**src/lpu_pkg.sv**
```systemverilog
// Package with register map, status layout and command fields of the serial port core
// Contract
// - Receive clear empties buffer and shifter
// - Transmit clear empties buffer and shifter
// - Discard off clears, on sets blocking
// - Receiver off drops any partial frame
// - Receiver on starts reception from pin
// - Transmitter state flag mirrors transmitter enable
// - Receiver flag; detection only while enabled
// - Buffer level one when transmit buffer empty
// - Complete set at idle end, cleared on start
// - Blocking at frame end discards frame
package lpu_pkg;
  localparam logic [11:0] LPU_OFS_COMMAND = 12'h004;
  localparam logic [11:0] LPU_OFS_STATUS = 12'h008;
  localparam logic [11:0] LPU_OFS_TXDATA = 12'h00C;
  localparam logic [11:0] LPU_OFS_RXDATA = 12'h010;
  localparam logic [11:0] LPU_OFS_BAUD = 12'h014;
  // Command bit positions
  localparam int LPU_CMD_RECEIVER_ON_CMD = 0;
  localparam int LPU_CMD_RECEIVER_OFF_CMD = 1;
  localparam int LPU_CMD_TRANSMITTER_ON_CMD = 2;
  localparam int LPU_CMD_TRANSMITTER_OFF_CMD = 3;
  localparam int LPU_CMD_BLKEN = 4;
  localparam int LPU_CMD_BLKDIS = 5;
  localparam int LPU_CMD_TXCLR = 6;
  localparam int LPU_CMD_RXCLR = 7;
  // Status bit positions
  localparam int LPU_ST_RECEIVER_ON_STATE = 0;
  localparam int LPU_ST_TRANSMITTER_ON_STATE = 1;
  localparam int LPU_ST_BLOCK = 2;
  localparam int LPU_ST_TXC = 3;
  localparam int LPU_ST_TX_BUFFER_LEVEL = 4;
  localparam int LPU_ST_RXDV = 5;
  localparam logic [31:0] LPU_STATUS_RESET = 32'h0000_0010;
  localparam int LPU_FIFO_DEPTH = 8;
  localparam int LPU_DATA_W = 8;
  // Default bit time register reset value; one bit lasts this value plus one pclk cycles
  localparam logic [15:0] LPU_BAUD_RESET = 16'h0010;
endpackage

```
**src/lpu_stream_if.sv**
```systemverilog
// Interface carrying one valid/ready byte stream between the core modules
`timescale 1ns/10ps
interface lpu_stream_if #(parameter int W = 8);
  logic valid;
  logic ready;
  logic [W-1:0] data;
  modport src (output valid, output data, input ready);
  modport snk (input valid, input data, output ready);
endinterface

```
**src/lpu_core.sv**
```systemverilog
// Serial port core: APB registers, command decode, shifters and status flags
`timescale 1ns/10ps
module lpu_core
  import lpu_pkg::*;
#(
  parameter int DEPTH = LPU_FIFO_DEPTH
) (
  input wire logic pclk,
  input wire logic presetn,
  input wire logic ce,
  input wire logic psel,
  input wire logic penable,
  input wire logic pwrite,
  input wire logic [11:0] paddr,
  input wire logic [31:0] pwdata,
  output logic [31:0] prdata,
  output logic pready,
  output logic pslverr,
  input wire logic serial_in_pin,
  output logic serial_out_pin
);
  initial if (DEPTH < 2) $error("DEPTH too small");

  typedef enum logic [1:0] {LPU_TX_IDLE, LPU_TX_SHIFT} lpu_tx_e;
  typedef enum logic [1:0] {LPU_RX_IDLE, LPU_RX_START, LPU_RX_DATA, LPU_RX_STOP} lpu_rx_e;

  lpu_stream_if #(.W(LPU_DATA_W)) tx_in ();
  lpu_stream_if #(.W(LPU_DATA_W)) tx_out ();
  lpu_stream_if #(.W(LPU_DATA_W)) rx_in ();
  lpu_stream_if #(.W(LPU_DATA_W)) rx_out ();

  // Control and status state
  logic receiver_on_state;
  logic transmitter_on_state;
  logic rx_discard_state;
  logic tx_complete;
  logic [15:0] baud;
  logic tx_empty;
  logic tx_full;
  logic rx_empty;
  logic rx_full;
  logic [31:0] prdata_q;
  logic rd_done;

  // APB decode; writes finish at once, reads take one wait state
  // so that the registered read data stands at the edge pready is high
  wire apb_acc = psel && penable;
  wire wr_en = apb_acc && pwrite && ce;
  wire rd_en = apb_acc && !pwrite && ce && !rd_done;
  wire hit_cmd = (paddr == LPU_OFS_COMMAND);
  wire hit_status = (paddr == LPU_OFS_STATUS);
  wire hit_txd = (paddr == LPU_OFS_TXDATA);
  wire hit_rxd = (paddr == LPU_OFS_RXDATA);
  wire hit_baud = (paddr == LPU_OFS_BAUD);
  wire hit_any = hit_cmd || hit_status || hit_txd || hit_rxd || hit_baud;
  assign pready = !(apb_acc && !pwrite) || rd_done;
  assign pslverr = apb_acc && !hit_any;
  assign prdata = prdata_q;

  // Command pulses; bits 31:8 are ignored, software keeps them zero
  wire cmd_wr = wr_en && hit_cmd;
  wire rx_on_cmd = cmd_wr && pwdata[LPU_CMD_RECEIVER_ON_CMD];
  wire receiver_off_cmd = cmd_wr && pwdata[LPU_CMD_RECEIVER_OFF_CMD];
  wire transmitter_on_cmd = cmd_wr && pwdata[LPU_CMD_TRANSMITTER_ON_CMD];
  wire transmitter_off_cmd = cmd_wr && pwdata[LPU_CMD_TRANSMITTER_OFF_CMD];
  wire rx_discard_on_cmd = cmd_wr && pwdata[LPU_CMD_BLKEN];
  wire rx_discard_off_cmd = cmd_wr && pwdata[LPU_CMD_BLKDIS];
  wire tx_path_clear = cmd_wr && pwdata[LPU_CMD_TXCLR];
  wire rx_path_clear = cmd_wr && pwdata[LPU_CMD_RXCLR];

  // Status word
  wire [31:0] status_word = {26'h0, !rx_empty, tx_empty, tx_complete,
                             rx_discard_state, transmitter_on_state, receiver_on_state};

  // Read mux; reading data pops the receive FIFO
  wire [31:0] rd_mux = hit_status ? status_word :
                       hit_rxd ? {24'h0, rx_out.data} :
                       hit_baud ? {16'h0, baud} : 32'h0;
  assign rx_out.ready = rd_en && hit_rxd;
  assign tx_in.valid = wr_en && hit_txd;
  assign tx_in.data = pwdata[7:0];

  // Read data register, loaded during the access cycle
  always_ff @(posedge pclk or negedge presetn)
    if (!presetn)
      prdata_q <= 32'h0;
    else if (ce && psel && !penable)
      prdata_q <= 32'h0;
    else if (rd_en)
      prdata_q <= rd_mux;

  // Read wait state: data loads at the first access edge, pready rises after
  always_ff @(posedge pclk or negedge presetn)
    if (!presetn)
      rd_done <= 1'b0;
    else if (ce)
      rd_done <= rd_en;

  // Bit time register
  always_ff @(posedge pclk or negedge presetn)
    if (!presetn)
      baud <= LPU_BAUD_RESET;
    else if (wr_en && hit_baud)
      baud <= pwdata[15:0];

  // Enable and blocking flags; disable wins if both bits are written together
  always_ff @(posedge pclk or negedge presetn)
    if (!presetn)
    begin
      receiver_on_state <= 1'b0;
      transmitter_on_state <= 1'b0;
      rx_discard_state <= 1'b0;
    end
    else if (ce)
    begin
      if (receiver_off_cmd)
        receiver_on_state <= 1'b0;
      else if (rx_on_cmd)
        receiver_on_state <= 1'b1;
      if (transmitter_off_cmd)
        transmitter_on_state <= 1'b0;
      else if (transmitter_on_cmd)
        transmitter_on_state <= 1'b1;
      if (rx_discard_off_cmd)
        rx_discard_state <= 1'b0;
      else if (rx_discard_on_cmd)
        rx_discard_state <= 1'b1;
    end

  // Transmit FIFO, flushed by the transmit clear command
  lpu_fifo #(.W(LPU_DATA_W), .DEPTH(DEPTH)) u_txf (
    .pclk(pclk),
    .presetn(presetn),
    .ce(ce),
    .flush(tx_path_clear),
    .in_s(tx_in),
    .out_s(tx_out),
    .empty(tx_empty),
    .full(tx_full)
  );

  // Receive FIFO, flushed by the receive clear command
  lpu_fifo #(.W(LPU_DATA_W), .DEPTH(DEPTH)) u_rxf (
    .pclk(pclk),
    .presetn(presetn),
    .ce(ce),
    .flush(rx_path_clear),
    .in_s(rx_in),
    .out_s(rx_out),
    .empty(rx_empty),
    .full(rx_full)
  );

  // Transmitter: start, 8 data bits LSB first, one stop bit
  lpu_tx_e tx_st;
  logic [9:0] tx_sh;
  logic [3:0] tx_bits;
  logic [15:0] tx_cnt;
  wire tx_tick = (tx_cnt == 16'h0);
  wire tx_start = (tx_st == LPU_TX_IDLE) && transmitter_on_state && tx_out.valid;
  wire tx_last = (tx_st == LPU_TX_SHIFT) && tx_tick && (tx_bits == 4'h0);
  assign tx_out.ready = tx_start;

  // A busy shifter is allowed to finish a frame after transmitter off
  always_ff @(posedge pclk or negedge presetn)
    if (!presetn)
    begin
      tx_st <= LPU_TX_IDLE;
      tx_sh <= 10'h3FF;
      tx_bits <= 4'h0;
      tx_cnt <= 16'h0;
      serial_out_pin <= 1'b1;
    end
    else if (ce)
    begin
      if (tx_path_clear)
      begin
        tx_st <= LPU_TX_IDLE;
        serial_out_pin <= 1'b1;
      end
      else if (tx_start)
      begin
        tx_st <= LPU_TX_SHIFT;
        tx_sh <= {1'b1, tx_out.data, 1'b0};
        tx_bits <= 4'h9;
        tx_cnt <= baud;
        serial_out_pin <= 1'b0;
      end
      else if (tx_st == LPU_TX_SHIFT)
      begin
        tx_cnt <= tx_tick ? baud : tx_cnt - 16'h1;
        if (tx_tick && tx_bits != 4'h0)
        begin
          tx_sh <= {1'b1, tx_sh[9:1]};
          serial_out_pin <= tx_sh[1];
          tx_bits <= tx_bits - 4'h1;
        end
        if (tx_last)
          tx_st <= LPU_TX_IDLE;
      end
    end

  // Complete flag: set at idle frame end, cleared at the next start
  always_ff @(posedge pclk or negedge presetn)
    if (!presetn)
      tx_complete <= 1'b0;
    else if (ce)
    begin
      if (tx_start)
        tx_complete <= 1'b0;
      else if (tx_last && !tx_out.valid)
        tx_complete <= 1'b1;
    end

  // Receiver: samples mid-bit, drops frames on disable or clear
  lpu_rx_e rx_st;
  logic [7:0] rx_sh;
  logic [3:0] rx_bits;
  logic [15:0] rx_cnt;
  logic [7:0] rx_byte;
  logic rx_push;
  wire rx_tick = (rx_cnt == 16'h0);
  wire rx_abort = rx_path_clear || receiver_off_cmd || !receiver_on_state;
  assign rx_in.valid = rx_push;
  assign rx_in.data = rx_byte;

  // Push is single cycle; a full FIFO loses the frame
  always_ff @(posedge pclk or negedge presetn)
    if (!presetn)
    begin
      rx_st <= LPU_RX_IDLE;
      rx_sh <= 8'h0;
      rx_bits <= 4'h0;
      rx_cnt <= 16'h0;
      rx_byte <= 8'h0;
      rx_push <= 1'b0;
    end
    else if (ce)
    begin
      rx_push <= 1'b0;
      if (rx_abort)
        rx_st <= LPU_RX_IDLE;
      else
        unique case (rx_st)
          LPU_RX_IDLE:
            if (!serial_in_pin)
            begin
              rx_st <= LPU_RX_START;
              rx_cnt <= {1'b0, baud[15:1]};
            end
          LPU_RX_START:
            if (!rx_tick)
              rx_cnt <= rx_cnt - 16'h1;
            else if (serial_in_pin)
              rx_st <= LPU_RX_IDLE;
            else
            begin
              rx_st <= LPU_RX_DATA;
              rx_cnt <= baud;
              rx_bits <= 4'h8;
            end
          LPU_RX_DATA:
            if (!rx_tick)
              rx_cnt <= rx_cnt - 16'h1;
            else
            begin
              rx_sh <= {serial_in_pin, rx_sh[7:1]};
              rx_cnt <= baud;
              rx_bits <= rx_bits - 4'h1;
              if (rx_bits == 4'h1)
                rx_st <= LPU_RX_STOP;
            end
          LPU_RX_STOP:
            if (!rx_tick)
              rx_cnt <= rx_cnt - 16'h1;
            else
            begin
              rx_st <= LPU_RX_IDLE;
              rx_byte <= rx_sh;
              rx_push <= serial_in_pin && !rx_discard_state;
            end
        endcase
    end
endmodule

```
**src/lpu_fifo.sv**
```systemverilog
// Synchronous FIFO with valid/ready on both sides and a flush input
`timescale 1ns/10ps
module lpu_fifo #(
  parameter int W = 8,
  parameter int DEPTH = 8
) (
  input wire logic pclk,
  input wire logic presetn,
  input wire logic ce,
  input wire logic flush,
  lpu_stream_if.snk in_s,
  lpu_stream_if.src out_s,
  output logic empty,
  output logic full
);
  localparam int AW = $clog2(DEPTH);
  initial if (DEPTH < 2 || (1 << AW) != DEPTH) $error("DEPTH must be a power of two >= 2");
  logic [W-1:0] mem [DEPTH];
  logic [AW:0] wptr;
  logic [AW:0] rptr;
  wire push = in_s.valid && in_s.ready;
  wire pop = out_s.valid && out_s.ready;
  // Pointer difference flags, one extra bit separates full from empty
  assign empty = (wptr == rptr);
  assign full = (wptr[AW-1:0] == rptr[AW-1:0]) && (wptr[AW] != rptr[AW]);
  assign in_s.ready = !full && !flush;
  assign out_s.valid = !empty && !flush;
  assign out_s.data = mem[rptr[AW-1:0]];
  // Flush wins over any transfer in the same cycle
  always_ff @(posedge pclk or negedge presetn)
    if (!presetn)
    begin
      wptr <= '0;
      rptr <= '0;
    end
    else if (ce)
    begin
      if (flush)
        rptr <= wptr;
      else
      begin
        if (push)
          wptr <= wptr + 1'b1;
        if (pop)
          rptr <= rptr + 1'b1;
      end
    end
  always_ff @(posedge pclk)
    if (ce && push && !flush)
      mem[wptr[AW-1:0]] <= in_s.data;
endmodule

```
**config.mk**
```make
export PLATFORM = sky130hd
export DESIGN_NAME = lpu_core
export DESIGN_NICKNAME = d
export VERILOG_FILES = /design/src/lpu_pkg.sv /design/src/lpu_stream_if.sv /design/src/lpu_core.sv /design/src/lpu_fifo.sv
export SDC_FILE = /design/constraint.sdc
export NUM_CORES = 1
export LEC_CHECK = 0
export ABC_CLOCK_PERIOD_IN_PS = 3910
export BUFFER_PORTS_ARGS = -buffer_cell sky130_fd_sc_hd__buf_2
export CAP_MARGIN = 25
export CELL_PAD_IN_SITES_DETAIL_PLACEMENT = 0
export CELL_PAD_IN_SITES_GLOBAL_PLACEMENT = 1
export CORE_ASPECT_RATIO = 0.75
export CORE_UTILIZATION = 44
export CTS_CLUSTER_SIZE = 25
export DETAILED_ROUTE_END_ITERATION = 8
export HOLD_SLACK_MARGIN = 0.12
export PLACE_DENSITY = 0.69
export SKIP_LAST_GASP = 1
export SLEW_MARGIN = 0
export SYNTH_ARGS = -nofsm -noshare
export SYNTH_HDL_FRONTEND = slang
export SYNTH_HIERARCHICAL = 1
export SYNTH_SLANG_ARGS = --single-unit
export TNS_END_PERCENT = 30
```
**constraint.sdc**
```tcl
create_clock -name pclk -period 3.91 [get_ports pclk]
set_clock_uncertainty 0.15 [all_clocks]
set_input_delay 0.1955 -clock pclk [delete_from_list [all_inputs] [get_ports pclk]]
set_output_delay 0.1955 -clock pclk [all_outputs]
set_load 0.01 [all_outputs]
```
### Yosys cells after proc, flatten, opt, wreduce, memory -nomap -nowiden

Memories as Yosys holds them, arrays and structs flattened.
Cells that the tools add are included.

* bits in registers: 141
* latch bits: 0
* bits in writable memories: 128
* ROM bits: 0
* memories kept: 2

Memories
* u_rxf.mem: depth 8, bits a word 8, rd ports 1, clocked after Yosys merged registers in 0, wr ports 1, RTL line lpu_fifo.sv:18 `logic [W-1:0] mem [DEPTH];`
* u_txf.mem: depth 8, bits a word 8, rd ports 1, clocked after Yosys merged registers in 0, wr ports 1, RTL line lpu_fifo.sv:18

* add/sub/neg operators: 8
* $mul: 0
* divide/modulo/power cells: 0
* order comparisons: 0
* eq/ne operators: 27
* shift-type cells: 0
* mux-type cells: 59
* bitwise logic cells: 3
* reductions and logical operators: 99

Operators by type and width (number)
* 2-to-1 mux 16 bit: 11
* 2-to-1 mux 32 bit: 2
* one-hot mux 16 bit (4 select lines): 1
* logical AND 1 bit: 42
* 2-to-1 mux 4 bit: 10
* logical NOT 16 bit: 2
* subtractor 16 x 1 -> 16 bit, second input constant: 2
* 2-to-1 mux 10 bit: 3
* equality test 12 x 4 -> 1 bit, second input constant: 2
* equality test 12 x 5 -> 1 bit, second input constant: 2
* 2-to-1 mux 2 bit: 11
* nonzero test 2 bit: 10
* 2-to-1 mux 1 bit: 19
* inequality test 3 bit, second input constant: 6
* adder 4 x 1 -> 4 bit, second input constant: 4
* AND reduction 3 bit: 5
* logical NOT 1 bit: 14
* equality test 12 x 3 -> 1 bit, second input constant: 1
* AND reduction 2 bit: 6
* AND reduction 4 bit: 3
* AND reduction 6 bit: 2
* inequality test 2 bit, second input constant: 5
* nonzero test 3 bit: 3
* equality test 4 bit: 2
* other kinds (14): 28

### Longest topological paths before layout

* depth after elaboration: 12
* mapped depth: 15

### Hierarchy

Netlist, hierarchy kept.

By module, submodules not included
* lpu_core: instances 1, cells each 634, area an instance 5905.7 um^2
* lpu_fifo at u_txf: instances 1, cells each 162, area an instance 3091.7 um^2
* lpu_fifo at u_rxf: instances 1, cells each 164, area an instance 3075.4 um^2

### Least setup slack after synthesis

OpenSTA, ideal clock, no wires.

* kind: input-to-reg
* start: in paddr[9]
* end: reg tx_cnt[13]
* library setup time: 0.135 ns
* arrival time: 3.426 ns
* required time: 3.625 ns
* setup slack: 0.199 ns
* cell stages on the path: 15
* path buffers: 4
* cell sequence: or4_1 or2_1 clkbuf_1 nor4_2 and2_1 clkbuf_1 nor2_1 nand2_1 nor2_1 o21ba_2 clkbuf_1 clkbuf_1 nand3_1 o21ai_0 a21oi_1

* word-level cells in the longest chain between the ends: 8

RTL lines
* start: declaration: RTL line lpu_core.sv:14 `input wire logic [11:0] paddr,`
* equality test 12 x 3 -> 1 bit *: RTL line lpu_core.sv:50 `wire hit_cmd = (paddr == LPU_OFS_COMMAND);`
* logical AND 1 bit *: RTL line lpu_core.sv:61 `wire cmd_wr = wr_en && hit_cmd;`
* logical AND 1 bit *: RTL line lpu_core.sv:68 `wire tx_path_clear = cmd_wr && pwdata[LPU_CMD_TXCLR];`
* via tx_path_clear: RTL line lpu_core.sv:68
* logical NOT 1 bit *: RTL line lpu_fifo.sv:27 `assign out_s.valid = !empty && !flush;`
* logical AND 1 bit *: RTL line lpu_fifo.sv:27
* via tx_out.valid: RTL line lpu_stream_if.sv:4 `logic valid;`
* logical AND 1 bit *: RTL line lpu_core.sv:160 `wire tx_start = (tx_st == LPU_TX_IDLE) && transmitter_on_state && tx_out.valid;`
* nonzero test 2 bit (no line)
* AND reduction 3 bit (no line)
* end signal: assignment: RTL line lpu_core.sv:186 `tx_cnt <= baud;`
* end signal: assignment: RTL line lpu_core.sv:191 `tx_cnt <= tx_tick ? baud : tx_cnt - 16'h1;`
* end: declaration: RTL line lpu_core.sv:158 `logic [15:0] tx_cnt;`

The timed path passes the listed nets; every way through them passes the cells marked *.
A chain may end at the register's enable or synchronous reset.

### Worst setup path after layout

* start: in pwrite
* end: mem u_rxf.mem[6][4], enable pin

* word-level cells in the longest chain between the ends: 11

RTL lines
* start: declaration: RTL line lpu_core.sv:13 `input wire logic pwrite,`
* logical AND 1 bit * (2 in series): RTL line lpu_core.sv:48 `wire wr_en = apb_acc && pwrite && ce;`
* logical AND 1 bit *: RTL line lpu_core.sv:61
* logical AND 1 bit *: RTL line lpu_core.sv:69 `wire rx_path_clear = cmd_wr && pwdata[LPU_CMD_RXCLR];`
* via rx_path_clear: RTL line lpu_core.sv:69
* logical NOT 1 bit *: RTL line lpu_fifo.sv:26, lpu_fifo.sv:49
* logical AND 1 bit: RTL line lpu_fifo.sv:26 `assign in_s.ready = !full && !flush;`
* logical AND 1 bit: RTL line lpu_fifo.sv:21 `wire push = in_s.valid && in_s.ready;`
* logical AND 1 bit: RTL line lpu_fifo.sv:49 `if (ce && push && !flush)`
* logical AND 1 bit *: RTL line lpu_fifo.sv:49
* 2-to-1 mux 1 bit *: RTL line lpu_fifo.sv:49
* 2-to-1 mux 1 bit (not written as such) *: RTL line lpu_fifo.sv:50 `mem[wptr[AW-1:0]] <= in_s.data;`
* end: declaration: RTL line lpu_fifo.sv:18

Marks and branches as above.

==> impl_metrics.csv <==
group,metric,value,unit
global_routing,grt_max_degree,101,
timing,rsz0062_at_grt,"no",
outcome,status,"completed",
placed_design,dp.cells,1352,
clocking,root_buffer,"clkbuf_16",
routing,drcViolationCount,0,
job,maxCapViolations,0,
clocking,cts.sinks,250,
synth,synthCells,957,
global_routing,grt_pass1_vias,7729,
clocking,cts_buffers,26,
timing,finalHoldViolCount,0,
timing,setup_ws,190,ps
clocking,cts_tree,"yes",
routing,first_pass_iters,7,
synth,syn_area_per_cell,12.6,um^2
placed_design,gp_congestion,0.803,
timing,finalMaxSlewViolations,0,
floorplanning,dieWidth,193,um
timing,tightest_slew,930,ps
routing,routed-via-count,7983,
placed_design,io_buffers,53,
clocking,cts_setup_buffers,0,
timing,fmax,269,MHz
floorplanning,num_rows,52,
setup_path,worstPathArrival,3720,ps
setup_path,start_kind,"input pin",
timing,setup_violations,0,
clocking,clk_pin_slew,60,ps
global_routing,antenna_found_initial,0,
setup_path,worstPathMaxFanout,9,
floorplanning,die_h,145,um
layout,fin_area,14000,um^2
timing,whs,147,ps
timing,min_period,3720,ps
floorplanning,initial_core_util,44.8,%
layout,drive_gt1_share,24.3,%
clocking,cts_buffer_depth,3,
power_and_ir_drop,share_seq_of_total_power,51.8,%
global_routing,track_usage,20.6,%
layout,utilization,51.8,%
routing,wl_per_cell,19.7,um
layout,fin_nets,1123,
routing,first_iter_violations,576,
floorplanning,die-area,28100,um^2
timing,relSlewSlack,37.8,%
layout,final_cells,1427,
power_and_ir_drop,finalPower,5.35,mW
worst_hold_path,hold_path_class,"input pin to register",
setup_path,cp.required,3910,ps
routing,vias_per_cell,5.59,
setup_path,path_class,"input pin to register",
synth,synth_area,12100,um^2
floorplanning,ioPinCount,86,
placed_design,dp_slack,588,ps
power_and_ir_drop,clkPwrFrac,45.5,%
global_routing,gr-total-overflow,0,
power_and_ir_drop,power.leakage,5.52,nW
power_and_ir_drop,pwr_density_cell,384,nW/um^2
routing,routed_wirelength,28100,um
placed_design,dp_hpwl,18900,um
power_and_ir_drop,swShare,21.1,%
timing,fin_setup_tns,0,ps
global_routing,grt_pass1_wl,44400,um
power_and_ir_drop,p_int,4.22,mW
setup_path,end_kind,"register",
power_and_ir_drop,vdd_ir_drop_max,0.366,mV
clocking,h-tree-depth,1,
power_and_ir_drop,switchingPower,1.13,mW
routing,ant_nets,0,
placed_design,dpl_cell_area,12800,um^2
synth,synth_warnings,6,
layout,num_antenna_cells,0,
timing,fin_crit_sh,95.1,%
power_and_ir_drop,pwr-share-comb,2.7,%
floorplanning,core_area,26900,um^2
layout,area_delta_synth_final,15.7,%
clocking,clk_latency,550,ps
==> layout by cell type (no fill, tap or decap), drive strengths merged, types with 9 or more instances in the layout <==
master       count
o21ai           79
mux4            32
nor3            30
nand3           21
dlygate4sd3     26
o22ai           14
nand2b          15
nand4            9
buf             94
xnor2           15
dfstp           10
mux2            52
inv             30
nor4            17
a21oi           59
nand2           59
nor2            51
clkbuf          35
a22o            15
dfrtp          112
edfxtp         128
ha              16
conb            16
==> critical path, stage by stage <==
cell           delay, ps
dlygate4sd3_1        540
buf_2                140
nand4_1              220
nand2b_1             160
nor4_2                40
dlygate4sd3_1        560
buf_4                180
and2_1               280
nor2b_1              400
nand4b_1             230
nor2_1               770
==> registers in the layout (all words and copies together) (netlist names), 2 cells and up <==
register	flops
rx_sh	8
u_rxf/wptr	4
rx_cnt	16
rx_st	2
rx_bits	4
u_txf/mem	64
u_txf/wptr	4
tx_bits	4
tx_cnt	16
u_rxf/rptr	4
tx_sh	8
u_txf/rptr	4
prdata	16
baud	16
u_rxf/mem	64
rx_byte	8
==> power by group through the flow <==
stage	sequential, mW	clock, mW	combinational [mW]
after floorplan	2.82	0	0.0676
after global placement	2.82	0	0.126
after detailed placement	2.82	0	0.127
after CTS	2.77	2.50	0.144
after global routing	2.77	2.61	0.162
final	2.77	2.44	0.146
==> worst paths after layout <==
path                       depth (start not counted)               to  slack, ps      start
max                                               11  u_rxf/mem[6][4]        190     pwrite
min                                                3      tx_complete        150         ce
max reg2reg                                        7        rx_cnt[3]        650  rx_cnt[0]
min reg2reg                                        2        prdata[6]        320  prdata[6]
max in group asynchronous                          4       rx_byte[1]       2470    presetn
min in group asynchronous                          3        tx_cnt[8]        400    presetn
==> repair_timing <==
item / in CTS / in global routing
hold endpoints to repair: 194 / 6
setup endpoints to repair: 0 / 4
hold buffers: 25 / 1
gates resized for setup: 0 / 1
==> layout make-up <==
type | count | area, um^2
Fill cell | 2350 | 13000
Sequential cell | 250 | 6910
Multi-Input combinational cell | 628 | 4780
Timing Repair Buffer | 120 | 860
Clock buffer | 35 | 704
Tap cell | 351 | 439
Clock inverter | 13 | 144
Inverter | 30 | 113
==> per-layer routing <==
metal,wire length (um),up-vias,GRT usage (%)
li1,-,3816,-
met1,13500,3970,31.4
met2,12800,164,30.9
met3,1290,33,3.52
met4,469,0,4.26
met5,0,-,0
(Power assumes the default switching activity.)
